### src/include/pseq_pkg.sv
// Shared constants and types for the program sequencer
package pseq_pkg;

  // Instruction word and address widths
  localparam int PC_W = 12;
  localparam int IW_W = 15;
  localparam int PM_DEPTH = 4096;

  // System clock periods per instruction cycle
  localparam int PHASES = 4;

  // Start-up wait in system clock periods, and the clock rate
  localparam int STARTUP_SYS_PERIODS = 1024;
  localparam int CLK_PERIOD_NS = 10;
  localparam int STARTUP_CYCLES = STARTUP_SYS_PERIODS;

  // Fixed program counter targets
  localparam logic [11:0] VEC_RESET = 12'h000;
  localparam logic [11:0] VEC_EXT_FIRST = 12'h004;
  localparam logic [11:0] VEC_EXT_SECOND = 12'h008;
  localparam logic [11:0] VEC_CMP = 12'h00c;
  localparam logic [11:0] VEC_TMR_FIRST = 12'h010;
  localparam logic [11:0] VEC_TMR_SECOND = 12'h014;
  localparam logic [11:0] VEC_ADC = 12'h018;

  // Interrupt source bit positions, highest priority first
  localparam int SRC_EXT_FIRST = 0;
  localparam int SRC_EXT_SECOND = 1;
  localparam int SRC_CMP = 2;
  localparam int SRC_TMR_FIRST = 3;
  localparam int SRC_TMR_SECOND = 4;
  localparam int SRC_ADC = 5;
  localparam int NSRC = 6;

  // Register indices; byte address is four times the index
  localparam logic [7:0] IDX_PC_LOW_BYTE = 8'h06;
  localparam logic [7:0] IDX_IRQ_ENABLE = 8'h20;
  localparam logic [7:0] IDX_IRQ_PENDING = 8'h21;
  localparam logic [7:0] IDX_SEQ_STATUS = 8'h22;

  // Register reset values
  localparam logic [5:0] IRQ_ENABLE_RST = 6'h00;
  localparam logic [11:0] PC_RST = VEC_RESET;

  // Run state of the sequencer
  typedef enum logic [2:0] {
    PSEQ_ST_START = 3'b001,
    PSEQ_ST_RUN = 3'b010,
    PSEQ_ST_HALT = 3'b100
  } pseq_state_t;

endpackage : pseq_pkg

### src/hdl/pseq_timing.sv
// Four-phase divider and start-up wait for the program sequencer
`timescale 1ns/100ps
`default_nettype none
module pseq_timing #(
  parameter int STARTUP = pseq_pkg::STARTUP_CYCLES
) (
  input wire logic clk,
  input wire logic srst,
  input wire logic halt_req,
  input wire logic wake_req,
  output logic [3:0] phase,
  output logic cyc_end,
  output logic running
);

  // Phase counter rests at zero outside the run state, so the first
  // instruction after a wake still gets all four phases
  logic [1:0] phase_ff;
  // Start-up wait counter
  logic [10:0] wait_ff;
  // Run state register
  pseq_pkg::pseq_state_t state_ff;
  pseq_pkg::pseq_state_t nxt_state;

  // One-hot phases; the last phase closes the instruction cycle
  assign phase = 4'h1 << phase_ff;
  assign cyc_end = (phase_ff == 2'(pseq_pkg::PHASES - 1)) && running;
  assign running = (state_ff == pseq_pkg::PSEQ_ST_RUN);

  // Next run state
  always_comb
  begin
    nxt_state = state_ff;
    case (state_ff)
      pseq_pkg::PSEQ_ST_START:
      begin
        // Fetching resumes only after the full wait
        if (wait_ff == 11'(STARTUP - 1))
          nxt_state = pseq_pkg::PSEQ_ST_RUN;
      end
      pseq_pkg::PSEQ_ST_RUN:
      begin
        // Halt takes effect at an instruction boundary only
        if (halt_req && cyc_end)
          nxt_state = pseq_pkg::PSEQ_ST_HALT;
      end
      pseq_pkg::PSEQ_ST_HALT:
      begin
        if (wake_req)
          nxt_state = pseq_pkg::PSEQ_ST_START;
      end
      default: nxt_state = pseq_pkg::PSEQ_ST_START;
    endcase
  end

  // Phase, wait counter and state registers
  always_ff @(posedge clk)
  begin
    if (srst)
    begin
      phase_ff <= 2'h0;
      wait_ff <= 11'h000;
      state_ff <= pseq_pkg::PSEQ_ST_START;
    end
    else
    begin
      phase_ff <= running ? phase_ff + 2'h1 : 2'h0;
      wait_ff <= (state_ff == pseq_pkg::PSEQ_ST_START) ? wait_ff + 11'h001 : 11'h000;
      state_ff <= nxt_state;
    end
  end

endmodule : pseq_timing
`default_nettype wire

### src/hdl/pseq_top.sv
// Program sequencer: PC control, fetch pipeline, vectors and register slave
`timescale 1ns/100ps
`default_nettype none
// Behaviour
// - Instruction cycle spans four system clocks.
// - Fetch next while executing previous instruction.
// - PC-changing instruction costs a dummy cycle.
// - PC advances by one after each fetch.
// - Reset clears PC to address zero.
// - First external interrupt vectors to 0x004.
// - Second external interrupt vectors to 0x008.
// - Comparator interrupt vectors to 0x00C.
// - Timer overflows vector to 0x010, 0x014.
// - Conversion-done interrupt vectors to 0x018.
// - Full stack: latch request, acknowledge after return.
// - Taken skip discards prefetch, PC plus two.
// - Low-byte write keeps upper bits, dummy cycle.
// - Jump and call load instruction address field.
// - Return reloads PC from stack top.
// - Program memory 4096 words of 15 bits.
// - Wait 1024 clocks after power-up or wake.
module pseq_top #(
  parameter int STARTUP = pseq_pkg::STARTUP_CYCLES,
  parameter int ADDR_W = 10
) (
  input wire logic clk,
  input wire logic srst,
  // Avalon-MM slave, byte addressed
  input wire logic [ADDR_W-1:0] avs_address,
  input wire logic avs_read,
  input wire logic avs_write,
  input wire logic [31:0] avs_writedata,
  input wire logic [3:0] avs_byteenable,
  output logic [31:0] avs_readdata,
  output logic avs_waitrequest,
  // Program memory fetch port
  output logic [11:0] pm_addr,
  input wire logic [14:0] pm_data,
  // Instruction handed to the execution unit
  output logic [14:0] instr,
  output logic instr_valid,
  output logic [11:0] instr_pc,
  output logic [3:0] phase,
  output logic cyc_end,
  // Outcome of the executing instruction, valid at cyc_end
  input wire logic exe_skip,
  input wire logic exe_jump,
  input wire logic exe_call,
  input wire logic exe_ret,
  input wire logic exe_halt,
  // Return stack
  input wire logic [11:0] stack_top,
  input wire logic stack_full,
  output logic stack_push,
  output logic stack_pop,
  output logic [11:0] stack_push_addr,
  // Interrupt sources and wake
  input wire logic ext_irq_first_n,
  input wire logic ext_irq_second_n,
  input wire logic cmp_irq,
  input wire logic tmr_first_irq,
  input wire logic tmr_second_irq,
  input wire logic adc_irq,
  input wire logic wake_req,
  output logic irq_ack,
  output logic [11:0] irq_vector,
  output logic running
);

  localparam int N = pseq_pkg::NSRC;

  // Program counter: address of the word being fetched
  logic [11:0] pc_ff;
  logic [11:0] nxt_pc;
  // Instruction register and its source address
  logic [14:0] ir_ff;
  logic [11:0] ir_pc_ff;
  // Low when the held word is a discarded prefetch
  logic ir_valid_ff;
  logic nxt_ir_valid;
  // Interrupt enable and pending flags
  logic [N-1:0] irq_en_ff;
  logic [N-1:0] irq_pend_ff;
  logic [N-1:0] nxt_irq_pend;
  // Pending low-byte write waiting for the cycle boundary
  logic lowbyte_wr_pend_ff;
  logic [7:0] lowbyte_data_ff;
  // Bus answer phase
  logic ack_ff;
  logic [31:0] rdata_ff;
  // Stack and interrupt pulses
  logic push_ff;
  logic pop_ff;
  logic [11:0] push_addr_ff;
  logic ack_irq_ff;
  logic [11:0] vec_ff;

  // Picks the highest priority pending source vector
  function automatic logic [11:0] pseq_vector(input logic [N-1:0] req);
    logic [11:0] v;
    v = pseq_pkg::VEC_RESET;
    if (req[pseq_pkg::SRC_ADC])
      v = pseq_pkg::VEC_ADC;
    if (req[pseq_pkg::SRC_TMR_SECOND])
      v = pseq_pkg::VEC_TMR_SECOND;
    if (req[pseq_pkg::SRC_TMR_FIRST])
      v = pseq_pkg::VEC_TMR_FIRST;
    if (req[pseq_pkg::SRC_CMP])
      v = pseq_pkg::VEC_CMP;
    if (req[pseq_pkg::SRC_EXT_SECOND])
      v = pseq_pkg::VEC_EXT_SECOND;
    if (req[pseq_pkg::SRC_EXT_FIRST])
      v = pseq_pkg::VEC_EXT_FIRST;
    return v;
  endfunction : pseq_vector

  // One-hot mask of the source that wins, used to clear it alone
  function automatic logic [N-1:0] pseq_winner(input logic [N-1:0] req);
    logic [N-1:0] w;
    w = '0;
    for (int i = N - 1; i >= 0; i--)
      if (req[i])
        w = N'(1) << i;
    return w;
  endfunction : pseq_winner

  // Timing: phases, cycle end and start-up wait
  pseq_timing #(
    .STARTUP(STARTUP)
  ) u_timing (
    .clk(clk),
    .srst(srst),
    .halt_req(exe_halt && ir_valid_ff),
    .wake_req(wake_req),
    .phase(phase),
    .cyc_end(cyc_end),
    .running(running)
  );

  // Raw interrupt requests; the external pins are active low
  wire [N-1:0] irq_raw = {adc_irq, tmr_second_irq, tmr_first_irq, cmp_irq,
                          ~ext_irq_second_n, ~ext_irq_first_n};
  wire [N-1:0] irq_ready = irq_pend_ff & irq_en_ff;

  // Outcome decode of the instruction in execute
  wire do_ret = ir_valid_ff && exe_ret;
  wire do_jump = ir_valid_ff && (exe_jump || exe_call);
  wire do_skip = ir_valid_ff && exe_skip;
  wire do_lowbyte = lowbyte_wr_pend_ff;
  wire transfer = do_ret || do_jump || do_skip || do_lowbyte;

  // An interrupt is only acknowledged with room on the stack; while
  // the stack is full the flag stays set and waits for a return
  wire take_irq = cyc_end && !transfer && (|irq_ready) && !stack_full;
  wire [N-1:0] irq_win = pseq_winner(irq_ready);

  // Bus decode on word index
  wire bus_req = avs_read || avs_write;
  wire [ADDR_W-3:0] word_idx = avs_address[ADDR_W-1:2];
  wire hit_lowbyte = (word_idx == (ADDR_W-2)'(pseq_pkg::IDX_PC_LOW_BYTE));
  wire hit_en = (word_idx == (ADDR_W-2)'(pseq_pkg::IDX_IRQ_ENABLE));
  wire hit_pend = (word_idx == (ADDR_W-2)'(pseq_pkg::IDX_IRQ_PENDING));
  wire hit_stat = (word_idx == (ADDR_W-2)'(pseq_pkg::IDX_SEQ_STATUS));
  // A write lands in the second cycle, when waitrequest is low
  wire wr_take = avs_write && ack_ff && avs_byteenable[0];
  wire rd_take = avs_read && !ack_ff;

  // One wait state on every access, mapped or not
  assign avs_waitrequest = bus_req && !ack_ff;
  assign avs_readdata = rdata_ff;

  // Next PC selection at the instruction boundary
  always_comb
  begin
    nxt_pc = pc_ff;
    nxt_ir_valid = ir_valid_ff;
    if (cyc_end)
    begin
      // Normal flow: fetched word goes to execute, PC steps on
      nxt_pc = pc_ff + 12'h001;
      nxt_ir_valid = 1'b1;
      if (do_lowbyte)
      begin
        // Upper four bits kept, short jump within 256 words
        nxt_pc = {pc_ff[11:8], lowbyte_data_ff};
        nxt_ir_valid = 1'b0;
      end
      else if (do_ret)
      begin
        nxt_pc = stack_top;
        nxt_ir_valid = 1'b0;
      end
      else if (do_jump)
      begin
        nxt_pc = ir_ff[11:0];
        nxt_ir_valid = 1'b0;
      end
      else if (do_skip)
      begin
        // Prefetched word dropped; it sat at instruction address + 1
        nxt_pc = pc_ff + 12'h001;
        nxt_ir_valid = 1'b0;
      end
      else if (take_irq)
      begin
        nxt_pc = pseq_vector(irq_ready);
        nxt_ir_valid = 1'b0;
      end
    end
  end

  // Pending flags: a new request beats the acknowledge clear
  always_comb
  begin
    nxt_irq_pend = irq_pend_ff;
    if (take_irq)
      nxt_irq_pend = nxt_irq_pend & ~irq_win;
    nxt_irq_pend = nxt_irq_pend | irq_raw;
  end

  // Program counter and fetch pipeline
  always_ff @(posedge clk)
  begin
    if (srst)
    begin
      pc_ff <= pseq_pkg::PC_RST;
      ir_ff <= 15'h0000;
      ir_pc_ff <= 12'h000;
      ir_valid_ff <= 1'b0;
    end
    else
    begin
      pc_ff <= nxt_pc;
      ir_valid_ff <= nxt_ir_valid;
      if (cyc_end)
      begin
        // Word fetched this cycle executes in the next one
        ir_ff <= pm_data;
        ir_pc_ff <= pc_ff;
      end
    end
  end

  // Stack pushes for calls and acknowledged interrupts, pops for returns
  always_ff @(posedge clk)
  begin
    if (srst)
    begin
      push_ff <= 1'b0;
      pop_ff <= 1'b0;
      push_addr_ff <= 12'h000;
      ack_irq_ff <= 1'b0;
      vec_ff <= 12'h000;
    end
    else
    begin
      // The discarded prefetch address is where execution resumes
      push_ff <= cyc_end && !do_lowbyte && ((ir_valid_ff && exe_call && !do_ret) || take_irq);
      pop_ff <= cyc_end && !do_lowbyte && do_ret;
      push_addr_ff <= pc_ff;
      ack_irq_ff <= take_irq;
      vec_ff <= pseq_vector(irq_ready);
    end
  end

  // Interrupt flags
  always_ff @(posedge clk)
  begin
    if (srst)
      irq_pend_ff <= '0;
    else
      irq_pend_ff <= nxt_irq_pend;
  end

  // Enable register write
  always_ff @(posedge clk)
  begin
    if (srst)
      irq_en_ff <= pseq_pkg::IRQ_ENABLE_RST;
    else if (wr_take && hit_en)
      irq_en_ff <= avs_writedata[N-1:0];
  end

  // Low-byte write is held until the next instruction boundary, where it
  // replaces any jump, call, return or skip of the executing instruction
  always_ff @(posedge clk)
  begin
    if (srst)
    begin
      lowbyte_wr_pend_ff <= 1'b0;
      lowbyte_data_ff <= 8'h00;
    end
    else if (wr_take && hit_lowbyte)
    begin
      lowbyte_wr_pend_ff <= 1'b1;
      lowbyte_data_ff <= avs_writedata[7:0];
    end
    else if (cyc_end)
      lowbyte_wr_pend_ff <= 1'b0;
  end

  // Bus answer: first cycle waits, read data captured for the second
  always_ff @(posedge clk)
  begin
    if (srst)
    begin
      ack_ff <= 1'b0;
      rdata_ff <= 32'h00000000;
    end
    else
    begin
      ack_ff <= bus_req && !ack_ff;
      if (rd_take)
      begin
        // Unmapped indices read as zero
        rdata_ff <= 32'h00000000;
        if (hit_lowbyte)
          rdata_ff <= {24'h000000, pc_ff[7:0]};
        if (hit_en)
          rdata_ff <= {26'h0000000, irq_en_ff};
        if (hit_pend)
          rdata_ff <= {26'h0000000, irq_pend_ff};
        if (hit_stat)
          rdata_ff <= {18'h00000, lowbyte_wr_pend_ff, running, pc_ff};
      end
    end
  end

  // Fetch address drives the 4096 x 15 program memory
  assign pm_addr = pc_ff;
  assign instr = ir_ff;
  assign instr_valid = ir_valid_ff && running;
  assign instr_pc = ir_pc_ff;
  assign stack_push = push_ff;
  assign stack_pop = pop_ff;
  assign stack_push_addr = push_addr_ff;
  assign irq_ack = ack_irq_ff;
  assign irq_vector = vec_ff;

endmodule : pseq_top
`default_nettype wire

### config.mk
export PLATFORM = sky130hd
export DESIGN_NAME = pseq_top
export DESIGN_NICKNAME = d
export VERILOG_FILES = /design/src/include/pseq_pkg.sv /design/src/hdl/pseq_timing.sv /design/src/hdl/pseq_top.sv
export SDC_FILE = /design/constraint.sdc
export NUM_CORES = 1
export LEC_CHECK = 0
export BUFFER_PORTS_ARGS = -buffer_cell sky130_fd_sc_hd__buf_2
export CAP_MARGIN = 5
export CORE_MARGIN = 3
export CORE_UTILIZATION = 25
export DETAILED_ROUTE_END_ITERATION = 6
export SLEW_MARGIN = 20
export SYNTH_ARGS = -nofsm -noshare
export SYNTH_HDL_FRONTEND = slang
export SYNTH_HIERARCHICAL = 1
export SYNTH_SLANG_ARGS = --single-unit
### constraint.sdc
create_clock -name clk -period 2.4 [get_ports clk]
set_clock_uncertainty 0.1 [all_clocks]
set_input_delay 0.12 -clock clk [delete_from_list [all_inputs] [get_ports clk]]
set_output_delay 0.12 -clock clk [all_outputs]
set_load 0.01 [all_outputs]
==> run summary, run 1 <==
The flow ran to the end, and the final reports show no timing, DRC or antenna violations. The type of the tightest min-delay check is in2reg. The routed length per placed instance came out at 16.06 um. The worst setup path is of the reg2reg kind. Measured along the x axis, the die boundary spans 147.3 um. The worst path setup slack after routing came out at 0.09386 ns. The total congestion overflow is 0. The maximum number of pins on one net before global-route repair is 36.

The share of async-settable or async-resettable flops after synthesis is 0. The site row count is 51. The sort of element at the end of the critical path is a flip-flop. The layout-stage area growth over the synthesis result is 33.73%. At the pin with the least slew margin, the transition time is 1.004 ns.

The final cycle utilization of the critical path came out at 0.9609. Synthesis inferred 110 register bits. Summing all multi-input logic gate instances after layout gives 2494 um^2.

The share of synthesized area occupied by flip-flops and latches is 0.4414. The clock transition at the registers of the reported paths is about 0.070 ns. Summed over all nets, the switching power comes to about 0.81 mW. VDD sags by at most approximately 0.30 mV. The number of clock buffers inserted by TritonCTS came out at 9. The number of routed nets with antenna violations came out at 0. Of the cells placed in the final design, the portion with a size suffix greater than 1 is 0.2659. The final setup violation count is 0. The wire length of the first global-routing pass came out at 25000 um. The highest net fanout along the worst path is 7. For this configuration, the core starts out at a cell density of 0.2555. The worst register-to-register path has a depth of 8.

The area of the placeable core came out at 19530 um^2. The data arrival time at the worst-slack endpoint is 2.44 ns. The startpoint identified for the worst hold timing path is avs_write.

The iteration count of the initial detailed-routing pass came out at 5. The number of antenna violations at the first check in global routing came out at 4. The filler cells instantiated in the layout total roughly 2100. The die covers approximately 22000 um^2. The total leakage power is between 2 and 3 nW. The fraction of power consumed by combinational cells is 0.065. The fraction of power consumed by the clock network came out at 0.414. The deepest clock path buffer count is 2.

The total via count after detailed routing is ~4700. The clock latency at the later pin of the worst-skew pair came out at 0.35 ns. The die extent in y came out at ~150 um. Counting flops with a built-in enable in the synthesized netlist gives 0. The total global routing track utilization came out at 0.1485.

During placement, the flow inserted port buffers numbering 139. The residual DRC count came out at 0. The final net count is 833. The placed wire-length estimate is between 10000 and 15000 um. The area occupied by registers came out at roughly 2200 um^2. The number of global-route vias before repair came out at ~4600. Of the total power, the share spent switching nets is 0.2264. The number of max-slew violations in the final report came out at 0. The final-report hold violation count was 0. The number of warnings issued by yosys is 6. Summed over all failing endpoints, the final setup total negative slack is 0 ns. In the synthesized netlist the dominant register cell turns out to be sky130_fd_sc_hd__dfxtp_1. The maximum clock rate is 433.6 MHz.

The setup slack on the worst flop-to-flop path is ~0.094 ns. The H-tree was split into 3 levels. Setup repair after global routing left no endpoint under its margin. Counting every instance in the synthesized netlist gives ~550. Once the clock tree was built, the setup fixing pass inserted 0 buffers. During I/O placement, the number of pins put on the boundary was 196.

The internal power of the cells totals about 2.8 mW. After layout, the minimum clock period comes to 2.306 ns. The routed wire length is between 15000 and 20000 um. The cell area after synthesis came out at 4989 um^2.

Of the total power, registers draw 0.521. The worst register-to-register path ends at irq_pend_ff[4]. The worst hold path terminates at ack_ff. In this run the tightest slew margin relative to its limit is 0.3239. Counting every sink on the clock net gives between 100 and 150.

The number of stages on the worst hold path is 3. Across the run, the number of max-cap violations was 0. OpenSTA, run right after detailed placement, puts the worst setup slack at 0.08136 ns.

The type of element launching the critical path is a flip-flop. TritonCTS built the clock tree. The via density per instance is 4.621.

The global placement routability congestion came out at approximately 0.9. The worst register-to-register path begins at u_timing/state_ff[1]. After the first detailed-routing iteration, the DRC count stood at 211. The CTS root buffer is sky130_fd_sc_hd__clkbuf_16. The count of cell types in the netlist is 58.

Power spread over the standard cell area amounts to about 540 nW/um^2. Each instance of the synthesized netlist takes up on average ~9 um^2. The required time of the critical path is approximately 2.5 ns.
synth_stat cells, drive strengths merged (10+ instances only):
cell	number	area share
mux2i	42	0.084
clkbuf	19	0.018
buf	40	0.054
nand3	21	0.021
nor3	11	0.011
nor2b	14	0.018
a21oi	38	0.038
a22oi	15	0.023
o21ai	15	0.015
dfxtp	110	0.44
nor2	81	0.061
nand2	23	0.019
and3	10	0.013
inv	14	0.011
repair_timing:
action,4_1_cts,5_1_grt
setup endpoints to repair,0,5
hold endpoints to repair,45,0
resized for setup,0,2
hold buffers,39,0
metal layers:
metal  vias to the layer above  routed length (um)  GRT usage
met5                         -                  16          0
met4                         4                 291    0.04334
met3                        28                1033    0.04133
met2                       173                7591     0.2431
met1                      2180                7253     0.1919
li1                       2273                   -          -
worst max-delay path: stages (launching register included):
cell,delay (ns)
sky130_fd_sc_hd__dfxtp_1,0.33
sky130_fd_sc_hd__nor2b_2,0.16
sky130_fd_sc_hd__nor2b_4,0.15
sky130_fd_sc_hd__and2_2,0.20
sky130_fd_sc_hd__nand2b_4,0.10
sky130_fd_sc_hd__or4_1,0.54
sky130_fd_sc_hd__or3_4,0.37
sky130_fd_sc_hd__o21ai_0,0.17
sky130_fd_sc_hd__a21oi_1,0.08
worst max-delay path by stage:
stage                     depth (start not counted)                  from  slack [ns]        endpoint
after floorplan                                   8  u_timing/state_ff[1]        0.04  irq_pend_ff[4]
after global placement                            8  u_timing/state_ff[1]        0.11  irq_pend_ff[4]
after detailed placement                          8  u_timing/state_ff[1]        0.08  irq_pend_ff[5]
after CTS                                         8  u_timing/state_ff[1]        0.07  irq_pend_ff[5]
after global routing                              8  u_timing/state_ff[1]       0.009  irq_pend_ff[3]
final                                             8  u_timing/state_ff[1]        0.09  irq_pend_ff[4]
logic make-up (layout without fill, tap and decap cells):
group           after synthesis  after routing  synth area share
buf+inv                      73            234           0.08302
xor+xnor                     10             10           0.01756
other cells                   1             29         0.0007517
mux                          44             44           0.08954
flops                       110            110            0.4414
fa+ha+maj                     6              6           0.01505
simple gates                201            201            0.2067
compound gates              109            109            0.1460
placed cells by master (no fill, tap or decap), types with 21 or more instances in the layout:
cell type,netlist,layout
sky130_fd_sc_hd__buf_2,6,138
sky130_fd_sc_hd__dfxtp_1,110,110
sky130_fd_sc_hd__nor2_1,81,81
sky130_fd_sc_hd__buf_4,28,28
sky130_fd_sc_hd__dlygate4sd3_1,0,39
sky130_fd_sc_hd__a21oi_1,38,38
sky130_fd_sc_hd__nand3_1,21,21
sky130_fd_sc_hd__mux2i_1,42,42
sky130_fd_sc_hd__nand2_1,22,22
sky130_fd_sc_hd__conb_1,1,27
state kept, by name, summed over array words and instances, names as in the netlist, 2 cells and up:
signal and cells:
avs_readdata 14, instr 15, instr_pc 12, irq_en_ff 6, irq_pend_ff 6, irq_vector 3, lowbyte_data_ff 8, pm_addr 12
stack_push_addr 12, u_timing/phase_ff 2, u_timing/state_ff 3, u_timing/wait_ff 11
area by class of cell:
class / instances / share of cell area
multi-input combinational: 397 / 0.3738
sequential: 110 / 0.3301
timing repair buffer: 205 / 0.1935
tap: 265 / 0.04970
clock buffer: 13 / 0.04201
inverter: 14 / 0.007877
clock inverter: 2 / 0.002251
antenna: 2 / 0.0007502
metrics by stage:
| step | util | hold slack (ns) | power, mW | std cells | instance area, um^2 |
|---|---|---|---|---|---|
| floorplan | - | 0.09679 | 2.024 | 580 | 5105 |
| global placement | 0.3060 | 0.2237 | 2.086 | 952 | 5976 |
| detailed placement | 0.3060 | 0.2227 | 2.089 | 952 | 5976 |
| CTS | 0.3412 | 0.003037 | 3.632 | 1006 | 6661 |
| global route | 0.3417 | 0.01083 | 3.737 | 1008 | 6671 |
| finish | 0.3417 | 0.0006061 | 3.576 | 1008 | 6671 |
power by group through the flow:
stage | sequential [mW] | clock [mW] | combinational, mW
CTS | 1.86 | 1.54 | 0.235
global route | 1.87 | 1.61 | 0.260
global placement | 1.90 | 0 | 0.182
finish | 1.86 | 1.48 | 0.234
detailed placement | 1.90 | 0 | 0.184
floorplan | 1.90 | 0 | 0.120
(Power assumes the default switching activity.)
==> inputs of run 2 (changes only) <==
Settings changed: CORE_ASPECT_RATIO from default to 1.75, MAX_ROUTING_LAYER from default to met4.
==> run summary, run 2 (same netlist as run 1, synthesis figures left out) <==
The area of the placeable core came out at 19360 um^2 (was 19530 um^2). The number of stages on the worst hold path is 3 (unchanged). The count of H-tree levels built during CTS is 3 (unchanged).

The layout-stage area growth over the synthesis result came out at 34.49% (was 33.73%). The routed wire length came out at 16530 um (was 16190 um). The number of clock sinks came out at 110 (unchanged). The via density per instance came out at 4.693 (was 4.621). The final setup violation count came to 0 (unchanged). The number of cells traversed by the worst register-to-register path was 8 (unchanged). The clock transition at the registers of the reported paths is 0.08 ns (was 0.07 ns). The number of max-slew violations in the final report is 0 (unchanged). The final cycle utilization of the critical path is 0.9569 (was 0.9609). The CTS root buffer is sky130_fd_sc_hd__clkbuf_16 (unchanged). The deepest clock path buffer count came out at 2 (unchanged). The instance area at placement is 6018 um^2 (was 5976 um^2).

The number of top-level design ports is 196 (unchanged). The maximum number of pins on one net before global-route repair is 46 (was 36). The type of the tightest min-delay check is in2reg (unchanged).

The worst slack at placement came out at 0.08659 ns (was 0.08136 ns). The time the worst path needs with I/O delays and setup is 2.297 ns (was 2.306 ns). The count of maximum capacitance violations was 0 (unchanged). The reg-to-reg endpoint is irq_pend_ff[4] (unchanged). The highest net fanout along the worst path came out at 7 (unchanged).

The total via count after detailed routing is 4665 (was 4658). The start of the worst register-to-register path was u_timing/state_ff[1] (unchanged). The worst relative slew slack is 0.5904 (was 0.3239).

The total of buffers placed on input and output ports is 139 (unchanged). The initial cell density of the core is 0.2576 (was 0.2555). The overall power came out at 3.577 mW (was 3.576 mW). The horizontal extent of the die is 112.8 um (was 147.3 um). The worst path setup slack after routing was 0.1034 ns (was 0.09386 ns).

The wire length of the first global-routing pass is 25180 um (was 25000 um). The site row count is 67 (was 51). The commonest non-fill, non-tap cell in the layout is sky130_fd_sc_hd__buf_2 (unchanged). The number of antenna violations at the first check in global routing came out at 1 (was 4). Commonest non-fill, non-tap cells in the layout: 139 x sky130_fd_sc_hd__buf_2, 110 x sky130_fd_sc_hd__dfxtp_1, 81 x sky130_fd_sc_hd__nor2_1 (was 138 x sky130_fd_sc_hd__buf_2, 110 x sky130_fd_sc_hd__dfxtp_1, 81 x sky130_fd_sc_hd__nor2_1). The minimum hold slack came out at 0.01721 ns (was 0.0006061 ns). The required time of the critical path is 2.54 ns (was 2.53 ns).

The number of global-route vias before repair is 4618 (was 4550). The die extent in y was 192.9 um (was 147.3 um). The sort of element at the end of the critical path is a flip-flop (unchanged). The placed wire-length estimate was 12900 um (was 12160 um). The total congestion overflow is 0 (unchanged). Run status: completed (unchanged). The filler cell count in the final layout is 1991 (was 2094). The clock latency at the later pin of the worst-skew pair came out at 0.36 ns (was 0.35 ns). The routed length per placed instance is 16.63 um (was 16.06 um). The worst hold path endpoint is ack_ff (unchanged). The post-route cell area is 6709 um^2 (was 6671 um^2). The proportion of layout cells with a drive suffix above 1 came out at 0.2766 (was 0.2659). The post-route setup TNS came out at 0 ns (unchanged). The number of routed nets with antenna violations was 0 (unchanged). The number of clock buffers inserted by TritonCTS is 9 (unchanged).

The data arrival time at the worst-slack endpoint is 2.44 ns (about the same). The maximum clock rate is 435.4 MHz (was 433.6 MHz). The final-report hold violation count came to 0 (unchanged). The total leakage power is 2.861 nW (was 2.813 nW). The setup slack on the worst flop-to-flop path is 0.10 ns (was 0.09 ns). The iteration count of the initial detailed-routing pass is 5 (unchanged). The type of element launching the critical path is a flip-flop (unchanged). The CTS tree is yes (unchanged). The final cell count without fillers is 994 (was 1008). The number of cells after detailed placement was 938 (was 952).

The number of flip-flops in the largest register came out at 15 (unchanged). The residual DRC count came out at 0 (unchanged). The total global routing track utilization was 0.1531 (was 0.1485). The total die area was 21750 um^2 (was 21690 um^2). The final standard cell utilization of the core is 0.3465 (was 0.3417). The global placement routability congestion came out at 0.8575 (was 0.8750). The number of DRC violations after detailed-routing iteration 0 came out at 243 (was 211). The final net count came out at 843 (was 833). The pin slew with the least headroom to its limit is 0.6144 ns (was 1.004 ns). The highest ir drop seen on vdd came to 0.2822 mV (was 0.3009 mV). Setup repair after global routing missed its margin: no (unchanged). The ratio of total power to cell area was 533.1 nW/um^2 (was 535.9 nW/um^2). The worst min-delay path startpoint was avs_write (unchanged). The kind of critical path is reg2reg (unchanged).
## run 2: timing repair
item	CTS	global route
hold endpoints to repair	45	0
setup buffers	0	0
resized for setup	0	3
endpoints found under the setup margin	0	4
hold buffers	39	0
## run 2: how the worst max path moves through the flow
| stage | from | to | slack [ns] | depth (start not counted) |
|---|---|---|---|---|
| floorplan | u_timing/state_ff[1] | irq_pend_ff[4] | 0.04 | 8 |
| global placement | u_timing/phase_ff[0] | irq_pend_ff[4] | 0.12 | 7 |
| detailed placement | u_timing/state_ff[1] | pm_addr[6] | 0.09 | 8 |
| CTS | u_timing/state_ff[1] | pm_addr[6] | 0.07 | 8 |
| global route | u_timing/state_ff[1] | pm_addr[6] | 0.008 | 8 |
| finish | u_timing/state_ff[1] | irq_pend_ff[4] | 0.10 | 8 |
## run 2: final cells by class
cell class                 instances  area (um^2)  share of cell area
sequential                       110         2202              0.3282
inverter                          14        52.55            0.007833
timing repair buffer             215         1364              0.2033
tap                              241        301.5             0.04495
clock buffer                      10        239.0             0.03562
clock inverter                     6        53.80            0.008019
multi-input combinational        397         2494              0.3717
antenna                            1        2.502           0.0003730
## run 2: power breakdown
group | total [mW] | switching (mW) | leakage (nW) | internal, mW
sequential | 1.86 | 0.0200 | 0.890 | 1.84
clock | 1.48 | 0.727 | 0.141 | 0.750
combinational | 0.236 | 0.125 | 1.83 | 0.111
total | 3.58 | 0.873 | 2.86 | 2.70
## run 2: worst max-delay path: stages (launching register included)
cell	delay, ns
sky130_fd_sc_hd__dfxtp_1	0.32
sky130_fd_sc_hd__nor2b_2	0.16
sky130_fd_sc_hd__nor2b_4	0.15
sky130_fd_sc_hd__and2_2	0.19
sky130_fd_sc_hd__nand2b_4	0.10
sky130_fd_sc_hd__or4_1	0.54
sky130_fd_sc_hd__or3_4	0.36
sky130_fd_sc_hd__o21ai_0	0.17
sky130_fd_sc_hd__a21oi_1	0.08
## run 2: per-layer routing
metal,wire [um],share of wire,up-vias,global-route usage
met1,6216,0.38,2164,0.1569
li1,-,-,2278,-
met3,739,0.045,45,0.02165
met4,771,0.047,0,0.08885
met2,8804,0.53,178,0.2760
met5,0,0,-,-
